### src/hdl/rbt_pkg.sv
// Constants shared by the registered bus transceiver and its capture log
package rbt_pkg;
	// Section geometry and layout of one section's synchronised pin vector
	localparam int SEC_N    = 2;
	localparam int SEC_BITS = 8;
	localparam int P_A      = 0;
	localparam int P_B      = 8;
	localparam int P_OEN    = 16;
	localparam int P_DIR    = 17;
	localparam int P_SAB    = 18;
	localparam int P_SBA    = 19;
	localparam int P_CAB    = 20;
	localparam int P_CBA    = 21;
	localparam int SEC_W    = 22;
	localparam int PIN_W    = SEC_N * SEC_W;

	// Cycles after reset before capture edges are trusted
	localparam logic [1:0] SETTLE_CYC = 2'h3;

	// Register map, byte offsets
	localparam int          AXI_AW     = 4;
	localparam logic [3:0]  OFF_CTRL   = 4'h0;
	localparam logic [3:0]  OFF_STATUS = 4'h4;
	localparam logic [3:0]  OFF_LOG    = 4'h8;
	localparam logic [3:0]  OFF_STORED = 4'hC;

	// Control register fields and reset value
	localparam int          CTRL_LOG_AB  = 0;
	localparam int          CTRL_LOG_BA  = 1;
	localparam int          CTRL_CLR_OVF = 2;
	localparam logic [1:0]  CTRL_RST     = 2'h0;

	// Status register fields
	localparam int ST_NONEMPTY = 0;
	localparam int ST_OVF      = 1;
	localparam int ST_PEND     = 4;
	localparam int ST_PINS     = 8;

	// Capture log entry: {direction, section, data}
	localparam int LOG_W       = 10;
	localparam int LOG_DEPTH   = 8;
	localparam int LOG_VALID   = 31;

	localparam logic [1:0] RESP_OKAY   = 2'h0;
	localparam logic [1:0] RESP_SLVERR = 2'h2;
endpackage : rbt_pkg

### src/hdl/rbt_fifo.sv
// Small synchronous FIFO for the capture log
`timescale 1ns/1ps
`default_nettype none
module rbt_fifo
	import rbt_pkg::*;
#(
	parameter int WIDTH = LOG_W,
	parameter int DEPTH = LOG_DEPTH
)
(
	input  wire logic             core_clk,
	input  wire logic             sys_rst,
	input  wire logic             in_valid,
	output logic                  in_ready,
	input  wire logic [WIDTH-1:0] in_data,
	output logic                  out_valid,
	input  wire logic             out_ready,
	output logic      [WIDTH-1:0] out_data
);
	localparam int AW = $clog2(DEPTH);

	if (DEPTH < 2 || (1 << AW) != DEPTH || WIDTH < 1)
	begin : g_check
		$error("rbt_fifo: DEPTH must be a power of two >= 2");
	end

	typedef struct packed {
		logic [DEPTH-1:0][WIDTH-1:0] mem;
		logic [AW:0]                 wr;
		logic [AW:0]                 rd;
	} rbt_fifo_t;

	rbt_fifo_t st;
	rbt_fifo_t nx;
	logic      full;
	logic      empty;

	assign empty     = (st.wr == st.rd);
	assign full      = (st.wr[AW-1:0] == st.rd[AW-1:0]) && !empty;
	assign in_ready  = !full;
	assign out_valid = !empty;
	assign out_data  = st.mem[st.rd[AW-1:0]];

	always_comb
	begin
		nx = st;
		if (in_valid && !full)
		begin
			nx.mem[st.wr[AW-1:0]] = in_data;
			nx.wr = st.wr + 1'b1;
		end
		if (out_ready && !empty)
			nx.rd = st.rd + 1'b1;
		if (sys_rst)
		begin
			nx.wr = '0;
			nx.rd = '0;
		end
	end

	always_ff @(posedge core_clk)
		st <= nx;
endmodule : rbt_fifo
`default_nettype wire

### src/hdl/rbt_top.sv
// Registered bus transceiver: two 8-bit sections with capture log
`timescale 1ns/1ps
`default_nettype none
module rbt_top
	import rbt_pkg::*;
#(
	parameter int LOG_FIFO_DEPTH = LOG_DEPTH
)
(
	input  wire logic                      core_clk,
	input  wire logic                      sys_rst,
	input  wire logic [SEC_N*SEC_BITS-1:0] port_a_lines_in,
	output logic      [SEC_N*SEC_BITS-1:0] port_a_lines_out,
	output logic      [SEC_N*SEC_BITS-1:0] port_a_lines_oe,
	input  wire logic [SEC_N*SEC_BITS-1:0] port_b_lines_in,
	output logic      [SEC_N*SEC_BITS-1:0] port_b_lines_out,
	output logic      [SEC_N*SEC_BITS-1:0] port_b_lines_oe,
	input  wire logic [SEC_N-1:0]          output_enable_n,
	input  wire logic [SEC_N-1:0]          transfer_way_select,
	input  wire logic [SEC_N-1:0]          a_to_b_source_select,
	input  wire logic [SEC_N-1:0]          b_to_a_source_select,
	input  wire logic [SEC_N-1:0]          a_to_b_capture_clock,
	input  wire logic [SEC_N-1:0]          b_to_a_capture_clock,
	input  wire logic [AXI_AW-1:0]         s_axi_awaddr,
	input  wire logic                      s_axi_awvalid,
	output logic                           s_axi_awready,
	input  wire logic [31:0]               s_axi_wdata,
	input  wire logic [3:0]                s_axi_wstrb,
	input  wire logic                      s_axi_wvalid,
	output logic                           s_axi_wready,
	output logic      [1:0]                s_axi_bresp,
	output logic                           s_axi_bvalid,
	input  wire logic                      s_axi_bready,
	input  wire logic [AXI_AW-1:0]         s_axi_araddr,
	input  wire logic                      s_axi_arvalid,
	output logic                           s_axi_arready,
	output logic      [31:0]               s_axi_rdata,
	output logic      [1:0]                s_axi_rresp,
	output logic                           s_axi_rvalid,
	input  wire logic                      s_axi_rready
);
	if (LOG_FIFO_DEPTH < 2)
	begin : g_check
		$error("rbt_top: LOG_FIFO_DEPTH must be at least 2");
	end

	typedef struct packed {
		logic [PIN_W-1:0]                s1;
		logic [PIN_W-1:0]                s2;
		logic [SEC_N-1:0][1:0]           clk_prev;
		logic [1:0]                      settle;
		logic [SEC_N-1:0][SEC_BITS-1:0]  ab;
		logic [SEC_N-1:0][SEC_BITS-1:0]  ba;
		logic [SEC_N-1:0][SEC_BITS-1:0]  a_out;
		logic [SEC_N-1:0][SEC_BITS-1:0]  b_out;
		logic [SEC_N-1:0]                a_oe;
		logic [SEC_N-1:0]                b_oe;
		logic [1:0]                      log_en;
		logic                            overflow;
		logic [2*SEC_N-1:0]              pend;
		logic [2*SEC_N-1:0][LOG_W-1:0]   hold;
		logic                            aw_seen;
		logic [AXI_AW-1:0]               waddr;
		logic                            w_seen;
		logic [31:0]                     wdata;
		logic [3:0]                      wstrb;
		logic                            bvalid;
		logic [1:0]                      bresp;
		logic                            rvalid;
		logic [31:0]                     rdata;
		logic [1:0]                      rresp;
	} rbt_state_t;

	rbt_state_t         st;
	rbt_state_t         nx;
	logic [PIN_W-1:0]   pin_raw;
	logic               log_in_valid;
	logic               log_in_ready;
	logic [LOG_W-1:0]   log_in_data;
	logic               log_out_valid;
	logic               log_out_ready;
	logic [LOG_W-1:0]   log_out_data;
	logic [1:0]         log_sel;
	logic               settled;
	logic               a_have;
	logic               w_have;
	logic [AXI_AW-1:0]  wr_addr;
	logic [31:0]        wr_data;
	logic [3:0]         wr_strb;
	logic [SEC_BITS-1:0] live_a;
	logic [SEC_BITS-1:0] live_b;
	logic               edge_ab;
	logic               edge_ba;
	logic [31:0]        status_word;

	// Gather each section's pins into one vector for synchronising
	always_comb
	begin
		pin_raw = '0;
		for (int s = 0; s < SEC_N; s++)
		begin
			pin_raw[s*SEC_W+P_A +: SEC_BITS] =
				port_a_lines_in[s*SEC_BITS +: SEC_BITS];
			pin_raw[s*SEC_W+P_B +: SEC_BITS] =
				port_b_lines_in[s*SEC_BITS +: SEC_BITS];
			pin_raw[s*SEC_W+P_OEN] = output_enable_n[s];
			pin_raw[s*SEC_W+P_DIR] = transfer_way_select[s];
			pin_raw[s*SEC_W+P_SAB] = a_to_b_source_select[s];
			pin_raw[s*SEC_W+P_SBA] = b_to_a_source_select[s];
			pin_raw[s*SEC_W+P_CAB] = a_to_b_capture_clock[s];
			pin_raw[s*SEC_W+P_CBA] = b_to_a_capture_clock[s];
		end
	end

	// Lowest pending log source wins the FIFO write port
	always_comb
	begin
		log_sel = 2'h0;
		for (int k = 2*SEC_N-1; k >= 0; k--)
			if (st.pend[k])
				log_sel = 2'(k);
	end

	assign log_in_valid = |st.pend;
	assign log_in_data  = st.hold[log_sel];
	assign settled      = (st.settle == SETTLE_CYC);

	// AXI handshakes
	assign s_axi_awready = !st.aw_seen && !st.bvalid;
	assign s_axi_wready  = !st.w_seen && !st.bvalid;
	assign s_axi_arready = !st.rvalid;
	assign log_out_ready = s_axi_arvalid && !st.rvalid &&
		(s_axi_araddr == OFF_LOG);

	// Status word
	always_comb
	begin
		status_word = '0;
		status_word[ST_NONEMPTY] = log_out_valid;
		status_word[ST_OVF] = st.overflow;
		status_word[ST_PEND +: 2*SEC_N] = st.pend;
		for (int s = 0; s < SEC_N; s++)
			status_word[ST_PINS+4*s +: 4] = st.s2[s*SEC_W+P_OEN +: 4];
	end

	always_comb
	begin
		nx = st;
		live_a = '0;
		live_b = '0;
		edge_ab = 1'b0;
		edge_ba = 1'b0;
		nx.s1 = pin_raw;
		nx.s2 = st.s1;
		if (!settled)
			nx.settle = st.settle + 2'h1;

		// Write channel: address and data may arrive in either order
		a_have  = st.aw_seen || (s_axi_awvalid && s_axi_awready);
		w_have  = st.w_seen || (s_axi_wvalid && s_axi_wready);
		wr_addr = st.aw_seen ? st.waddr : s_axi_awaddr;
		wr_data = st.w_seen ? st.wdata : s_axi_wdata;
		wr_strb = st.w_seen ? st.wstrb : s_axi_wstrb;
		if (st.bvalid && s_axi_bready)
			nx.bvalid = 1'b0;
		if (a_have && w_have)
		begin
			nx.aw_seen = 1'b0;
			nx.w_seen = 1'b0;
			nx.bvalid = 1'b1;
			nx.bresp = RESP_SLVERR;
			if (wr_addr == OFF_CTRL)
			begin
				nx.bresp = RESP_OKAY;
				if (wr_strb[0])
				begin
					nx.log_en[0] = wr_data[CTRL_LOG_AB];
					nx.log_en[1] = wr_data[CTRL_LOG_BA];
					if (wr_data[CTRL_CLR_OVF])
						nx.overflow = 1'b0;
				end
			end
		end
		else
		begin
			if (s_axi_awvalid && s_axi_awready)
			begin
				nx.aw_seen = 1'b1;
				nx.waddr = s_axi_awaddr;
			end
			if (s_axi_wvalid && s_axi_wready)
			begin
				nx.w_seen = 1'b1;
				nx.wdata = s_axi_wdata;
				nx.wstrb = s_axi_wstrb;
			end
		end

		// Read channel
		if (st.rvalid && s_axi_rready)
			nx.rvalid = 1'b0;
		if (s_axi_arvalid && !st.rvalid)
		begin
			nx.rvalid = 1'b1;
			nx.rresp = RESP_OKAY;
			nx.rdata = '0;
			unique case (s_axi_araddr)
				OFF_CTRL:
					nx.rdata[1:0] = st.log_en;
				OFF_STATUS:
					nx.rdata = status_word;
				OFF_LOG:
					if (log_out_valid)
					begin
						nx.rdata[LOG_VALID] = 1'b1;
						nx.rdata[LOG_W-1:0] = log_out_data;
					end
				OFF_STORED:
					nx.rdata = {st.ba[1], st.ba[0], st.ab[1], st.ab[0]};
				default:
					nx.rresp = RESP_SLVERR;
			endcase
		end

		// Entry accepted by the FIFO frees its holding slot
		if (log_in_valid && log_in_ready)
			nx.pend[log_sel] = 1'b0;

		for (int s = 0; s < SEC_N; s++)
		begin
			live_a = st.s2[s*SEC_W+P_A +: SEC_BITS];
			live_b = st.s2[s*SEC_W+P_B +: SEC_BITS];
			edge_ab = settled && st.s2[s*SEC_W+P_CAB] &&
				!st.clk_prev[s][0];
			edge_ba = settled && st.s2[s*SEC_W+P_CBA] &&
				!st.clk_prev[s][1];
			nx.clk_prev[s] = {st.s2[s*SEC_W+P_CBA], st.s2[s*SEC_W+P_CAB]};

			// Capture ignores enable and way select entirely
			if (edge_ab)
				nx.ab[s] = live_a;
			if (edge_ba)
				nx.ba[s] = live_b;

			// Drive choice, registered so a select change cannot glitch
			nx.a_oe[s] = 1'b0;
			nx.b_oe[s] = 1'b0;
			if (!st.s2[s*SEC_W+P_OEN])
			begin
				if (st.s2[s*SEC_W+P_DIR])
				begin
					nx.b_oe[s] = 1'b1;
					if (st.s2[s*SEC_W+P_SAB])
						nx.b_out[s] = st.ab[s];
					else
						nx.b_out[s] = live_a;
				end
				else
				begin
					nx.a_oe[s] = 1'b1;
					if (st.s2[s*SEC_W+P_SBA])
						nx.a_out[s] = st.ba[s];
					else
						nx.a_out[s] = live_b;
				end
			end

			// Log captures; a second capture before the slot drains overflows
			if (edge_ab && st.log_en[0])
			begin
				if (nx.pend[s])
					nx.overflow = 1'b1;
				nx.pend[s] = 1'b1;
				nx.hold[s] = {1'b0, 1'(s), live_a};
			end
			if (edge_ba && st.log_en[1])
			begin
				if (nx.pend[SEC_N+s])
					nx.overflow = 1'b1;
				nx.pend[SEC_N+s] = 1'b1;
				nx.hold[SEC_N+s] = {1'b1, 1'(s), live_b};
			end
		end

		// Reset clears control and output state; stored data is kept
		if (sys_rst)
		begin
			nx.settle = '0;
			nx.a_out = '0;
			nx.b_out = '0;
			nx.a_oe = '0;
			nx.b_oe = '0;
			nx.log_en = CTRL_RST;
			nx.overflow = 1'b0;
			nx.pend = '0;
			nx.aw_seen = 1'b0;
			nx.w_seen = 1'b0;
			nx.bvalid = 1'b0;
			nx.bresp = RESP_OKAY;
			nx.rvalid = 1'b0;
			nx.rdata = '0;
			nx.rresp = RESP_OKAY;
			nx.ab = st.ab;
			nx.ba = st.ba;
		end
	end

	always_ff @(posedge core_clk)
		st <= nx;

	rbt_fifo #(
		.WIDTH (LOG_W),
		.DEPTH (LOG_FIFO_DEPTH)
	) u_log_fifo (
		.core_clk  (core_clk),
		.sys_rst   (sys_rst),
		.in_valid  (log_in_valid),
		.in_ready  (log_in_ready),
		.in_data   (log_in_data),
		.out_valid (log_out_valid),
		.out_ready (log_out_ready),
		.out_data  (log_out_data)
	);

	// Pin outputs
	always_comb
	begin
		for (int s = 0; s < SEC_N; s++)
		begin
			port_a_lines_out[s*SEC_BITS +: SEC_BITS] = st.a_out[s];
			port_b_lines_out[s*SEC_BITS +: SEC_BITS] = st.b_out[s];
			port_a_lines_oe[s*SEC_BITS +: SEC_BITS] = {SEC_BITS{st.a_oe[s]}};
			port_b_lines_oe[s*SEC_BITS +: SEC_BITS] = {SEC_BITS{st.b_oe[s]}};
		end
	end

	assign s_axi_bvalid = st.bvalid;
	assign s_axi_bresp  = st.bresp;
	assign s_axi_rvalid = st.rvalid;
	assign s_axi_rdata  = st.rdata;
	assign s_axi_rresp  = st.rresp;
endmodule : rbt_top
`default_nettype wire

### config.mk
export PLATFORM = sky130hd
export DESIGN_NAME = rbt_top
export DESIGN_NICKNAME = d
export VERILOG_FILES = /design/src/hdl/rbt_pkg.sv /design/src/hdl/rbt_fifo.sv /design/src/hdl/rbt_top.sv
export SDC_FILE = /design/constraint.sdc
export NUM_CORES = 1
export LEC_CHECK = 0
export BUFFER_PORTS_ARGS = -buffer_cell sky130_fd_sc_hd__buf_2
export CAP_MARGIN = 0
export CORE_MARGIN = 2
export CORE_UTILIZATION = 28
export CTS_CLUSTER_SIZE = 10
export DETAILED_ROUTE_END_ITERATION = 16
export SETUP_SLACK_MARGIN = 0.2
export SYNTH_ARGS = -nofsm -noshare
export SYNTH_HDL_FRONTEND = slang
export SYNTH_SLANG_ARGS = --single-unit
### constraint.sdc
create_clock -name core_clk -period 5.2 [get_ports core_clk]
set_input_delay 1.04 -clock core_clk [delete_from_list [all_inputs] [get_ports core_clk]]
set_output_delay 1.04 -clock core_clk [all_outputs]
set_load 0.02 [all_outputs]
# Yosys cells after proc, flatten, opt, wreduce, memory -nomap -nowiden
# Cells that the tools add are included.
# classes
bitwise_logic,8
n_lt_le_gt_ge,5
muxes,52
reduce_logical,58
eq_ne,6
n_addsub,3
# ops
cell,count
bitwise mux 80 bit,1
one-hot mux 21 bit (2 select lines),1
2-to-1 mux 10 bit,4
2-to-1 mux 35 bit,1
2-to-1 mux 8 bit,4
binary-select mux 10 bit (select 3 bit),1
demux 10 bit (select 3 bit),1
logical AND 1 bit,26
one-hot mux 8 bit (3 select lines),1
2-to-1 mux 1 bit,23
binary-select mux 10 bit (select 2 bit),1
AND reduction 2 bit,10
2-to-1 mux 2 bit,7
logical NOT 1 bit,10
"adder 4 x 1 -> 4 bit, second input constant",2
"equality test 4 bit, second input constant",2
logical NOT 4 bit,2
"< comparator 3 x 4 -> 1 bit, second input constant",2
2-to-1 mux 4 bit,2
one-hot mux 2 bit (4 select lines),1
OR reduction 4 bit,2
2-to-1 mux 3 bit,2
inverter 1 bit,6
OR reduction 2 bit,3
15 further kinds,17
# word_totals
register_bits,337
out_inout_bits,105
input_bits,95

# Depth between registers and ports, before layout
# Gate-level depths: netlist (run 1).
# depth
ltp_word,19
ltp_mapped,7
depth_no_buf,6

# By module
# Synthesis (run 1) repeated with hierarchy kept, for this count alone.
# hier_totals
hier_cells,928
hier_area_um2,12488.2
# modules_own_cells
mod,cells_each,area_each_um2,instances
rbt_top,731,8792.2,1
rbt_fifo,197,3696.0,1

# Worst setup path after synthesis (run 1)
# No wires, ideal clock.
# synth_timing
path_kind,in2reg
startpoint,input port sys_rst
endpoint,register st[163] in the netlist's numbering (enable)
cell_stages,3
slack_ns,2.721
arrival_ns,2.093
required_time_ns,4.815
cell_sequence,clkbuf_1 -> nand2b_1 -> nor3b_1
# synth_between
elab_chain_cells,2
# synth_rtl
element,line_no,text
"start, declared",rbt_top.sv:11,"input wire logic sys_rst,"
inverter 1 bit (no source line),n/a,
AND reduction 2 bit (no source line),n/a,
"end signal, assigned",rbt_top.sv:309,st <= nx;
"end, declared",rbt_top.sv:74,rbt_state_t st;
# Every way passes these cells.
# A chain may end at the register's enable or synchronous reset.

# Worst setup path in the final report (run 1)
# layout_timing
startpoint,register st[123] in the netlist's numbering
endpoint,register u_log_fifo.st[39] in the netlist's numbering (data pin)
# layout_between
elab_chain_cells,7
# layout_rtl
element,line_no,text
2-to-1 mux 2 bit (4 in a row),rbt_top.sv:120,if (st.pend[k])
binary-select mux 10 bit (select 2 bit),rbt_top.sv:125,assign log_in_data = st.hold[log_sel];
2-to-1 mux 10 bit (implied by the code),rbt_top.sv:125,
named net log_in_data[1],rbt_top.sv:79,logic [LOG_W-1:0] log_in_data;
bitwise mux 80 bit,rbt_fifo.sv:49,nx.mem[st.wr[AW-1:0]] = in_data;
"end signal, assigned",rbt_fifo.sv:62,st <= nx;
"end, declared",rbt_fifo.sv:33,rbt_fifo_t st;
# The timed path passes the listed nets, and every way through them passes these cells. The select of a mux whose other input is x is not followed.

==> flow_metrics.env, run 1 <==
export IMPL_outcome="finished, final reports clean"
export IMPL_worst_ep_required_time_ns=5.41
export IMPL_cp_num_buf_inv=0
export IMPL_synth_edf_count=152
export IMPL_arrival_ns=3.41
export IMPL_hold_violations=0
export IMPL_core_sq_mm=0.0431
export IMPL_synthArstFlopShare_pct=0
export IMPL_ir_drop_uv=402
export IMPL_die_h_microns=213
export IMPL_synth_area_leaders="edfxtp_1 37%, dfxtp_1 30%, buf_4 6.2%"
export IMPL_rsz0062_at_grt="false"
export IMPL_critPathSlowestCell="o21bai_1"
export IMPL_initial_core_util_pct=28.4
export IMPL_grt_pass1_vias=6892
export IMPL_path_class="flop to flop"
export IMPL_period_needed_ns=3.20
export IMPL_grt_start_max_net_pins=68
export IMPL_nFillCells=4190
export IMPL_worstMarginPinSlew_ns=1.22
export IMPL_cpPeakStageDelay_ns=0.81
export IMPL_yosys_area_top_type="edfxtp_1"
export IMPL_syn2layout_area_growth_pct=16.3
export IMPL_cts_tree="built"
export IMPL_final_common_cell="dfxtp_1"
export IMPL_fin_crit_sh_pct=61.5
export IMPL_p_leak_uw=0.00541
export IMPL_crit_fanout=20
export IMPL_first_iter_violations=458
export IMPL_dr_pass1_iters=5
export IMPL_cts_num_sinks=335
export IMPL_cts_setup_buffers=0
export IMPL_final_cell_mix="183 x dfxtp_1, 164 x buf_2, 152 x edfxtp_1"
export IMPL_seq_area_sq_mm=0.00823
export IMPL_synth_area_sq_mm=0.0122
export IMPL_grt_util_all_layers_pct=12.5
export IMPL_drive_gt1_share_pct=26.8
export IMPL_p_total_uw=5820
export IMPL_fin_skew_ns=0.0218
export IMPL_cts_buffers=41
export IMPL_diodes=0
export IMPL_power_density_mw_per_mm2=409
export IMPL_vias=6932
export IMPL_ys_flop_type="dfxtp_1"
export IMPL_h_tree_depth=2
export IMPL_yosysWarnings=0
export IMPL_clock_path_buffers=3
export IMPL_cp_top_family="compound AO/OA/AOI/OAI gates"
export IMPL_grt_pass1_wl_microns=41700
export IMPL_rows=76
export IMPL_end_kind="flop"
export IMPL_worstSkewPairLatency_ns=0.55
export IMPL_clk_pin_slew_ns=0.06
export IMPL_synth_top_cell_area_share_pct=37.3
export IMPL_antenna_found_initial=0
export IMPL_cap_viol_max_count=0
export IMPL_synth_area_per_cell_sq_um=13.6
export IMPL_finalNetCount=1067
export IMPL_clock_root_buffer="clkbuf_16"
export IMPL_seq_area_frac_synth_pct=67.3
export IMPL_die_area_sq_mm=0.0453
export IMPL_totalWireLength_microns=28000
export IMPL_die_x_microns=213
export IMPL_routabilityCongestion=0.808
export IMPL_routed_via_density=4.37
export IMPL_maxSlewViolCount=0
export IMPL_clock_fmax_ghz=0.313
export IMPL_slew_headroom_pct=18.5
export IMPL_postSynthCellCount=897
export IMPL_cp_cell_sequence="nor2b_1 -> o21bai_1 -> mux2i_1 -> o21a_1 -> o21ai_0"
export IMPL_wl_per_cell_microns=17.7
export IMPL_tns_ns=0
export IMPL_portBuffers=165
export IMPL_multi_input_area_sq_mm=0.00304
export IMPL_grt_ovfl_total=0
export IMPL_hp_class="flop to flop"
export IMPL_yosys_cell_types_count=54
export IMPL_hpwl_microns=19100
export IMPL_drc=0
export IMPL_ys_ff_latch=335
export IMPL_cts_repair_resized=0
export IMPL_ctsHoldBuffers=0
export IMPL_io_pins=200
export IMPL_critPathLaunchType="flop"
export IMPL_drtAntennaViolNets=0
export IMPL_report_final_setup_viol=0
-- sequential cells by signal, indices dropped and copies added (netlist names) --
name              count
st                  111
live_a                8
s_axi_rvalid          1
s_axi_rdata          32
port_a_lines_oe       2
s_axi_bresp           1
port_b_lines_out     16
nx                   48
u_log_fifo.st        88
port_a_lines_out     16
port_b_lines_oe       2
s_axi_bvalid          1
s_axi_rresp           1
live_b                8
-- worst reg2reg max path: cells and delay by family (launching register included) --
kind	cells	cell delay (ns)
simple gates	1	0.24
mux	1	0.33
compound gates	3	1.77
flops	1	0.51
-- logic make-up (layout without fill, tap and decap cells) --
| kind of cell | Yosys count | count (layout) | synth area share [%] |
|---|---|---|---|
| and+or+nand+nor | 191 | 191 | 7.62 |
| adders and majority gates | 3 | 3 | 0.307 |
| xor gates and xnor gates | 11 | 11 | 0.788 |
| other | 1 | 2 | 0.0307 |
| AOI/OAI and AO/OA | 118 | 118 | 7.02 |
| muxes | 81 | 81 | 8.74 |
| buffers and inverters | 157 | 260 | 8.19 |
| DFF | 335 | 335 | 67.3 |
-- through the flow --
step           setup WS, ns  cell area [sq um]  cells  utilization [%]  hold WS [ns]
2_1_floorplan          2.72              12200    898                -         0.310
3_3_place_gp           2.12              12900   1511             30.0         0.312
3_5_place_dp           2.03              12900   1511             30.0         0.313
4_1_cts                2.00              14200   1586             33.0         0.313
5_1_grt                1.70              14200   1586             33.0         0.325
6_report               2.00              14200   1586             33.0         0.317
-- metal layers --
layer | wire length [microns] | track usage (%) | vias to the layer above
met5 | 0 | 0 | -
met4 | 937 | 5.06 | 0
met3 | 2290 | 3.96 | 52
met2 | 12600 | 19.1 | 244
met1 | 12200 | 16.2 | 3337
li1 | - | - | 3299
-- layout make-up --
| type | instances | share of cell area, % |
|---|---|---|
| clock inverters | 5 | 0.405 |
| repair buffers | 176 | 6.41 |
| inverters | 9 | 0.238 |
| multi-input cells | 406 | 21.4 |
| well taps | 585 | 5.15 |
| flip-flops and latches | 335 | 57.9 |
| clock buffers | 70 | 8.56 |
-- cell usage after synthesis (2+ instances only) --
master,instances
dfxtp_1,183
edfxtp_1,152
buf_4,101
nor2_1,80
mux2i_1,58
a211oi_1,37
clkbuf_1,31
nand3_1,27
a21oi_1,25
nand2_1,21
nor3_1,21
mux4_2,19
o21a_1,14
a221oi_1,12
o21ai_0,10
inv_1,9
xor2_1,9
a2bb2oi_1,8
buf_2,7
nand2b_1,7
nor2b_1,7
buf_1,5
nor3b_1,5
a22o_1,3
and3_1,3
buf_6,3
ha_1,3
mux2_2,3
nor4_1,3
or2_1,3
a2bb2oi_2,2
nand4_1,2
nor4b_2,2
xnor2_1,2
-- power by group --
group          switching, uW  internal [uW]
Sequential              56.0           2820
Combinational            170           98.6
Clock                   1040           1640
Total                   1270           4560
-- final timing paths --
kind	to	startpoint	slack (ns)	cells after the start
worst min register to register	st[203]	nx[203]	0.32	0
worst min-delay path	st[203]	nx[203]	0.32	0
worst max-delay path	u_log_fifo.st[39]	st[123]	2.00	5
worst max register to register	u_log_fifo.st[39]	st[123]	2.00	5
No activity file was read; power rests on OpenSTA's default activity.
==> run 2: changes to the inputs <==
==> constraint.sdc (replaced) <==
create_clock -name core_clk -period 2.7 [get_ports core_clk]
set_input_delay 0.54 -clock core_clk [delete_from_list [all_inputs] [get_ports core_clk]]
set_output_delay 0.54 -clock core_clk [all_outputs]
set_load 0.02 [all_outputs]
==> run 2 against run 1 <==
- first-iteration DRC count increased by 20%
- non-clock buffer count is 22 higher
- fmax rose by 35%
- highest routed layer unchanged
- die area is the same
- critical endpoint is now u_log_fifo.st[78]
- wire length is 0.98% higher
- power increased by 91%
- sequential power rose by 92%
- core utilization rose by 0.24 points
- sequential cell count is the same
- clock power is 90% higher
- sequential share of layout area down 0.42 points
- clock skew fell by 0.00060 ns
==> flow_metrics.env, run 2 (same netlist as run 1, synthesis figures left out) <==
export IMPL_first_iter_violations=548
export IMPL_finalNonFillerCells=1606
export IMPL_power_density_mw_per_mm2=777
export IMPL_final_cell_mix="183 x dfxtp_1, 164 x buf_2, 152 x edfxtp_1"
export IMPL_hold_slack_ns=0.0903
export IMPL_worstSkewPairLatency_ns=0.55
export IMPL_setup_ws_ns=0.331
export IMPL_grt_pass1_wl_microns=42100
export IMPL_totalWireLength_microns=28300
export IMPL_arrival_ns=2.56
export IMPL_maxSlewViolCount=0
export IMPL_p_leak_uw=0.00548
export IMPL_hold_violations=0
export IMPL_clock_fmax_ghz=0.422
export IMPL_met2_usage_pct=19.6
export IMPL_dr_pass1_iters=5
export IMPL_drtAntennaViolNets=0
export IMPL_routabilityCongestion=0.826
export IMPL_cts_tree="built"
export IMPL_die_area_sq_mm=0.0453
export IMPL_grt_most_used_layer="met2"
export IMPL_post_place_ws_ns=0.217
export IMPL_worstMarginPinSlew_ns=1.04
export IMPL_outcome="finished, final reports clean"
export IMPL_cts_buffers=41
export IMPL_cap_viol_max_count=0
export IMPL_hp_class="input pin to flop"
export IMPL_end_kind="flop"
export IMPL_initial_core_util_pct=28.4
export IMPL_clock_root_buffer="clkbuf_16"
export IMPL_h_tree_depth=2
export IMPL_grt_util_all_layers_pct=12.5
export IMPL_period_needed_ns=2.37
export IMPL_drc=0
export IMPL_clk_pin_slew_ns=0.06
export IMPL_cts_setup_buffers=0
export IMPL_gr_usage_met3_pct=3.68
export IMPL_slew_headroom_pct=30.2
export IMPL_fin_crit_sh_pct=87.7
export IMPL_regMostFlops="st"
export IMPL_drive_gt1_share_pct=27.9
export IMPL_grt_ovfl_total=0
export IMPL_dp_cells=1533
export IMPL_cts_num_sinks=335
export IMPL_finalNetCount=1089
export IMPL_hpwl_microns=19400
export IMPL_io_pins=200
export IMPL_grt_pass1_vias=7037
export IMPL_crit_fanout=9
export IMPL_p_total_uw=11100
export IMPL_final_common_cell="dfxtp_1"
export IMPL_portBuffers=165
export IMPL_tns_ns=0
export IMPL_routed_via_density=4.37
export IMPL_grt_use_met1_pct=16.5
export IMPL_critPathLaunchType="flop"
export IMPL_clock_path_buffers=3
export IMPL_die_x_microns=213
export IMPL_largest_reg_flops=111
export IMPL_worst_ep_required_time_ns=2.90
export IMPL_diodes=0
export IMPL_nFillCells=4252
export IMPL_wl_per_cell_microns=17.6
export IMPL_die_h_microns=213
export IMPL_grt_start_max_net_pins=49
export IMPL_vias=7020
export IMPL_ir_drop_uv=684
export IMPL_rsz0062_at_grt="false"
export IMPL_seq_area_sq_mm=0.00823
export IMPL_ctsHoldBuffers=0
export IMPL_syn2layout_area_growth_pct=17.2
export IMPL_antenna_found_initial=0
export IMPL_multi_input_area_sq_mm=0.00301
export IMPL_path_class="flop to flop"
export IMPL_fin_skew_ns=0.0212
export IMPL_rows=76
export IMPL_report_final_setup_viol=0
export IMPL_core_sq_mm=0.0431
==> run 2: layer usage <==
layer | vias to the layer above | wire length [microns]
li1 | 3348 | -
met1 | 3370 | 12600
met2 | 250 | 12800
met3 | 52 | 2180
met4 | 0 | 750
met5 | - | 0
==> run 2: layout make-up <==
| type | count | area share [%] |
|---|---|---|
| clock inverters | 4 | 0.201 |
| clock buffers | 69 | 8.47 |
| well taps | 585 | 5.11 |
| flip-flops and latches | 335 | 57.4 |
| repair buffers | 198 | 7.51 |
| multi-input cells | 406 | 21.0 |
| inverters | 9 | 0.262 |
==> run 2: worst paths after layout <==
path,start,to,slack [ns],cells after the start
worst max register to register,st[120],u_log_fifo.st[78],0.33,5
worst min-delay path,a_to_b_source_select[0],nx[219],0.09,1
worst max-delay path,st[120],u_log_fifo.st[78],0.33,5
worst min register to register,nx[240],st[240],0.32,0
==> run 2: where the power goes <==
group / switching, uW / internal [uW]
Clock: 2020 / 3050
Sequential: 108 / 5440
Combinational: 328 / 197
==> run 2: per-stage QoR <==
stage	instance area, sq um	util (%)
2_1_floorplan	12200	-
3_3_place_gp	13100	30.3
3_5_place_dp	13100	30.3
4_1_cts	14300	33.2
5_1_grt	14300	33.2
6_report	14300	33.2
==> run 2: critical path, stage by stage, from the launching register on <==
cell      delay [ns]
dfxtp_1         0.50
o21bai_1        0.16
buf_4           0.21
mux2i_1         0.16
o21a_1          0.19
o21ai_0         0.78
==> run 2: timing repair <==
action / 4_1_cts / 5_1_grt
gates resized for setup: 0 / 4
hold endpoints to repair: 0 / 0
endpoints found under the setup margin: 0 / 35
==> run 3: changes to the inputs <==
--- a/config.mk
+++ b/config.mk
@@ -7,10 +7,13 @@
 export LEC_CHECK = 0
 export BUFFER_PORTS_ARGS = -buffer_cell sky130_fd_sc_hd__buf_2
 export CAP_MARGIN = 0
+export CELL_PAD_IN_SITES_DETAIL_PLACEMENT = 0
+export CELL_PAD_IN_SITES_GLOBAL_PLACEMENT = 2
 export CORE_MARGIN = 2
-export CORE_UTILIZATION = 28
+export CORE_UTILIZATION = 34
 export CTS_CLUSTER_SIZE = 10
 export DETAILED_ROUTE_END_ITERATION = 16
+export PLACE_DENSITY_LB_ADDON = 0.1
 export SETUP_SLACK_MARGIN = 0.2
 export SYNTH_ARGS = -nofsm -noshare
 export SYNTH_HDL_FRONTEND = slang
==> run 3 against run 2 <==
- wire length rose by 0.68%
- hold slack improved by 0.027 ns
- sequential cell count did not move
- fmax rose by 5.3%
- combinational power barely moved
- clock skew fell by 0.00051 ns
- non-clock buffer count rose by 8
==> flow_metrics.env, run 3 (same netlist as run 1, synthesis figures left out) <==
export IMPL_routed_via_density=4.63
export IMPL_worst_ep_required_time_ns=2.91
export IMPL_worstSkewPairLatency_ns=0.52
export IMPL_clock_path_buffers=3
export IMPL_die_area_sq_mm=0.0375
export IMPL_period_needed_ns=2.25
export IMPL_slew_headroom_pct=52.0
export IMPL_swShare_pct=21.7
export IMPL_syn2layout_area_growth_pct=16.3
export IMPL_path_class="flop to flop"
export IMPL_worstMarginPinSlew_ns=0.716
export IMPL_drive_gt1_share_pct=27.9
export IMPL_setup_ws_ns=0.449
export IMPL_clock_root_buffer="clkbuf_16"
export IMPL_grt_pass1_vias=7233
export IMPL_wl_per_cell_microns=19.1
export IMPL_hp_class="input pin to flop"
export IMPL_critPathLaunchType="flop"
export IMPL_hpwl_microns=19600
export IMPL_p_switching_uw=2400
export IMPL_r2r_cells=6
export IMPL_hold_violations=0
export IMPL_drtAntennaViolNets=0
export IMPL_cpPeakStageDelay_ns=0.56
export IMPL_min_path_cells=1
export IMPL_regMostFlops="st"
export IMPL_p_int_uw=8640
export IMPL_first_iter_violations=340
export IMPL_final_common_cell="dfxtp_1"
export IMPL_final_cell_mix="183 x dfxtp_1, 164 x buf_2, 152 x edfxtp_1"
export IMPL_largest_reg_flops=111
export IMPL_maxSlewViolCount=0
export IMPL_antenna_found_initial=0
export IMPL_ctsHoldBuffers=0
export IMPL_cp_cell_sequence="nor2b_1 -> o21bai_1 -> buf_4 -> mux2i_1 -> o21a_1 -> o21ai_1"
export IMPL_h_tree_depth=2
export IMPL_p_leak_uw=0.00552
export IMPL_cts_setup_buffers=0
export IMPL_grt_start_max_net_pins=62
export IMPL_wl_met2_microns=13100
export IMPL_fin_crit_sh_pct=83.4
export IMPL_rows=69
export IMPL_crit_fanout=9
export IMPL_dr_pass1_iters=4
export IMPL_end_kind="flop"
export IMPL_diodes=0
export IMPL_tns_ns=0
export IMPL_portBuffers=165
export IMPL_final_util_pct=40.1
export IMPL_cts_num_sinks=335
export IMPL_arrival_ns=2.46
export IMPL_drc=0
export IMPL_clock_fmax_ghz=0.444
export IMPL_grt_util_all_layers_pct=15.1
export IMPL_met3_length_microns=1360
export IMPL_die_x_microns=194
export IMPL_report_final_setup_viol=0
export IMPL_post_place_ws_ns=0.108
export IMPL_power_density_mw_per_mm2=777
export IMPL_totalWireLength_microns=28500
export IMPL_cap_viol_max_count=0
export IMPL_routabilityCongestion=0.710
export IMPL_pwr_share_clk_pct=45.0
export IMPL_highest_layer="met4"
export IMPL_io_pins=200
export IMPL_vias=6900
export IMPL_fin_skew_ns=0.0207
export IMPL_grt_ovfl_total=0
export IMPL_met1_length_microns=13500
export IMPL_grt_pass1_wl_microns=43500
export IMPL_initial_core_util_pct=34.5
export IMPL_p_seq_share_pct=50.2
export IMPL_ir_drop_uv=397
export IMPL_die_h_microns=194
export IMPL_core_sq_mm=0.0355
export IMPL_clk_pin_slew_ns=0.06
export IMPL_cts_buffers=40
export IMPL_cts_tree="built"
export IMPL_power_frac_comb_pct=4.7
export IMPL_finalNetCount=1096
export IMPL_critPathSlowestCell="o21ai_1"
export IMPL_rsz0062_at_grt="false"
export IMPL_outcome="finished, final reports clean"
[run 3: changes by cell type in the layout (fill, tap and decap cells not counted), moves of 2 or more]
cell / previous run / this run
o21ai_0: 9 / 3
buf_12: 0 / 2
o21ai_1: 1 / 7
clkbuf_1: 22 / 25
clkinvlp_4: 3 / 0
clkbuf_16: 43 / 41
buf_4: 34 / 40
[run 3: per-stage QoR]
stage	instances	instance area, sq um	total power (uW)	hold slack, ns
after floorplan	898	12200	6030	0.310
after global placement	1417	13000	6180	0.311
after detailed placement	1417	13000	6190	0.312
after CTS	1489	14200	11200	0.0962
after global routing	1489	14200	11500	0.0923
final	1489	14200	11000	0.117
[run 3: path summary, 6_finish.rpt]
kind	slack, ns	endpoint	from
min reg2reg	0.32	live_a[0]	nx[223]
max	0.45	u_log_fifo.st[51]	st[122]
min	0.12	nx[234]	port_b_lines_in[11]
max reg2reg	0.45	u_log_fifo.st[51]	st[122]
[run 3: layer usage]
metal / global-route usage (%) / vias to the layer above
met5: 0 / -
met4: 3.70 / 0
met3: 3.39 / 42
met2: 24.0 / 158
met1: 20.9 / 3332
li1: - / 3368
[run 3: power by group through the flow]
stage	Clock [uW]	Combinational, uW	Sequential, uW
global placement	0	530	5660
global route	5330	577	5560
floorplan	0	428	5600
detailed placement	0	532	5660
finish	4970	523	5550
CTS	5120	533	5550
[run 3: layout make-up]
| type | count | area, sq um |
|---|---|---|
| inverter | 9 | 33.8 |
| sequential | 335 | 8230 |
| clock inverter | 3 | 47.5 |
| tap | 461 | 577 |
| multi-input combinational | 406 | 3000 |
| fill | 3389 | 21300 |
| clock buffer | 69 | 1160 |
| timing repair buffer | 206 | 1160 |
[run 3: worst max-delay path, delay by kind of cell (launching register included)]
kind / cells / cell delay [ns]
AOI/OAI and AO/OA: 3 / 0.95
DFF: 1 / 0.53
buffers and inverters: 1 / 0.23
muxes: 1 / 0.13
and+or+nand+nor: 1 / 0.09
[run 3: what timing repair did]
| item | 4_1_cts | 5_1_grt |
|---|---|---|
| pin swaps | 0 | 0 |
| resized for setup | 4 | 4 |
| endpoints found under the setup margin | 28 | 32 |
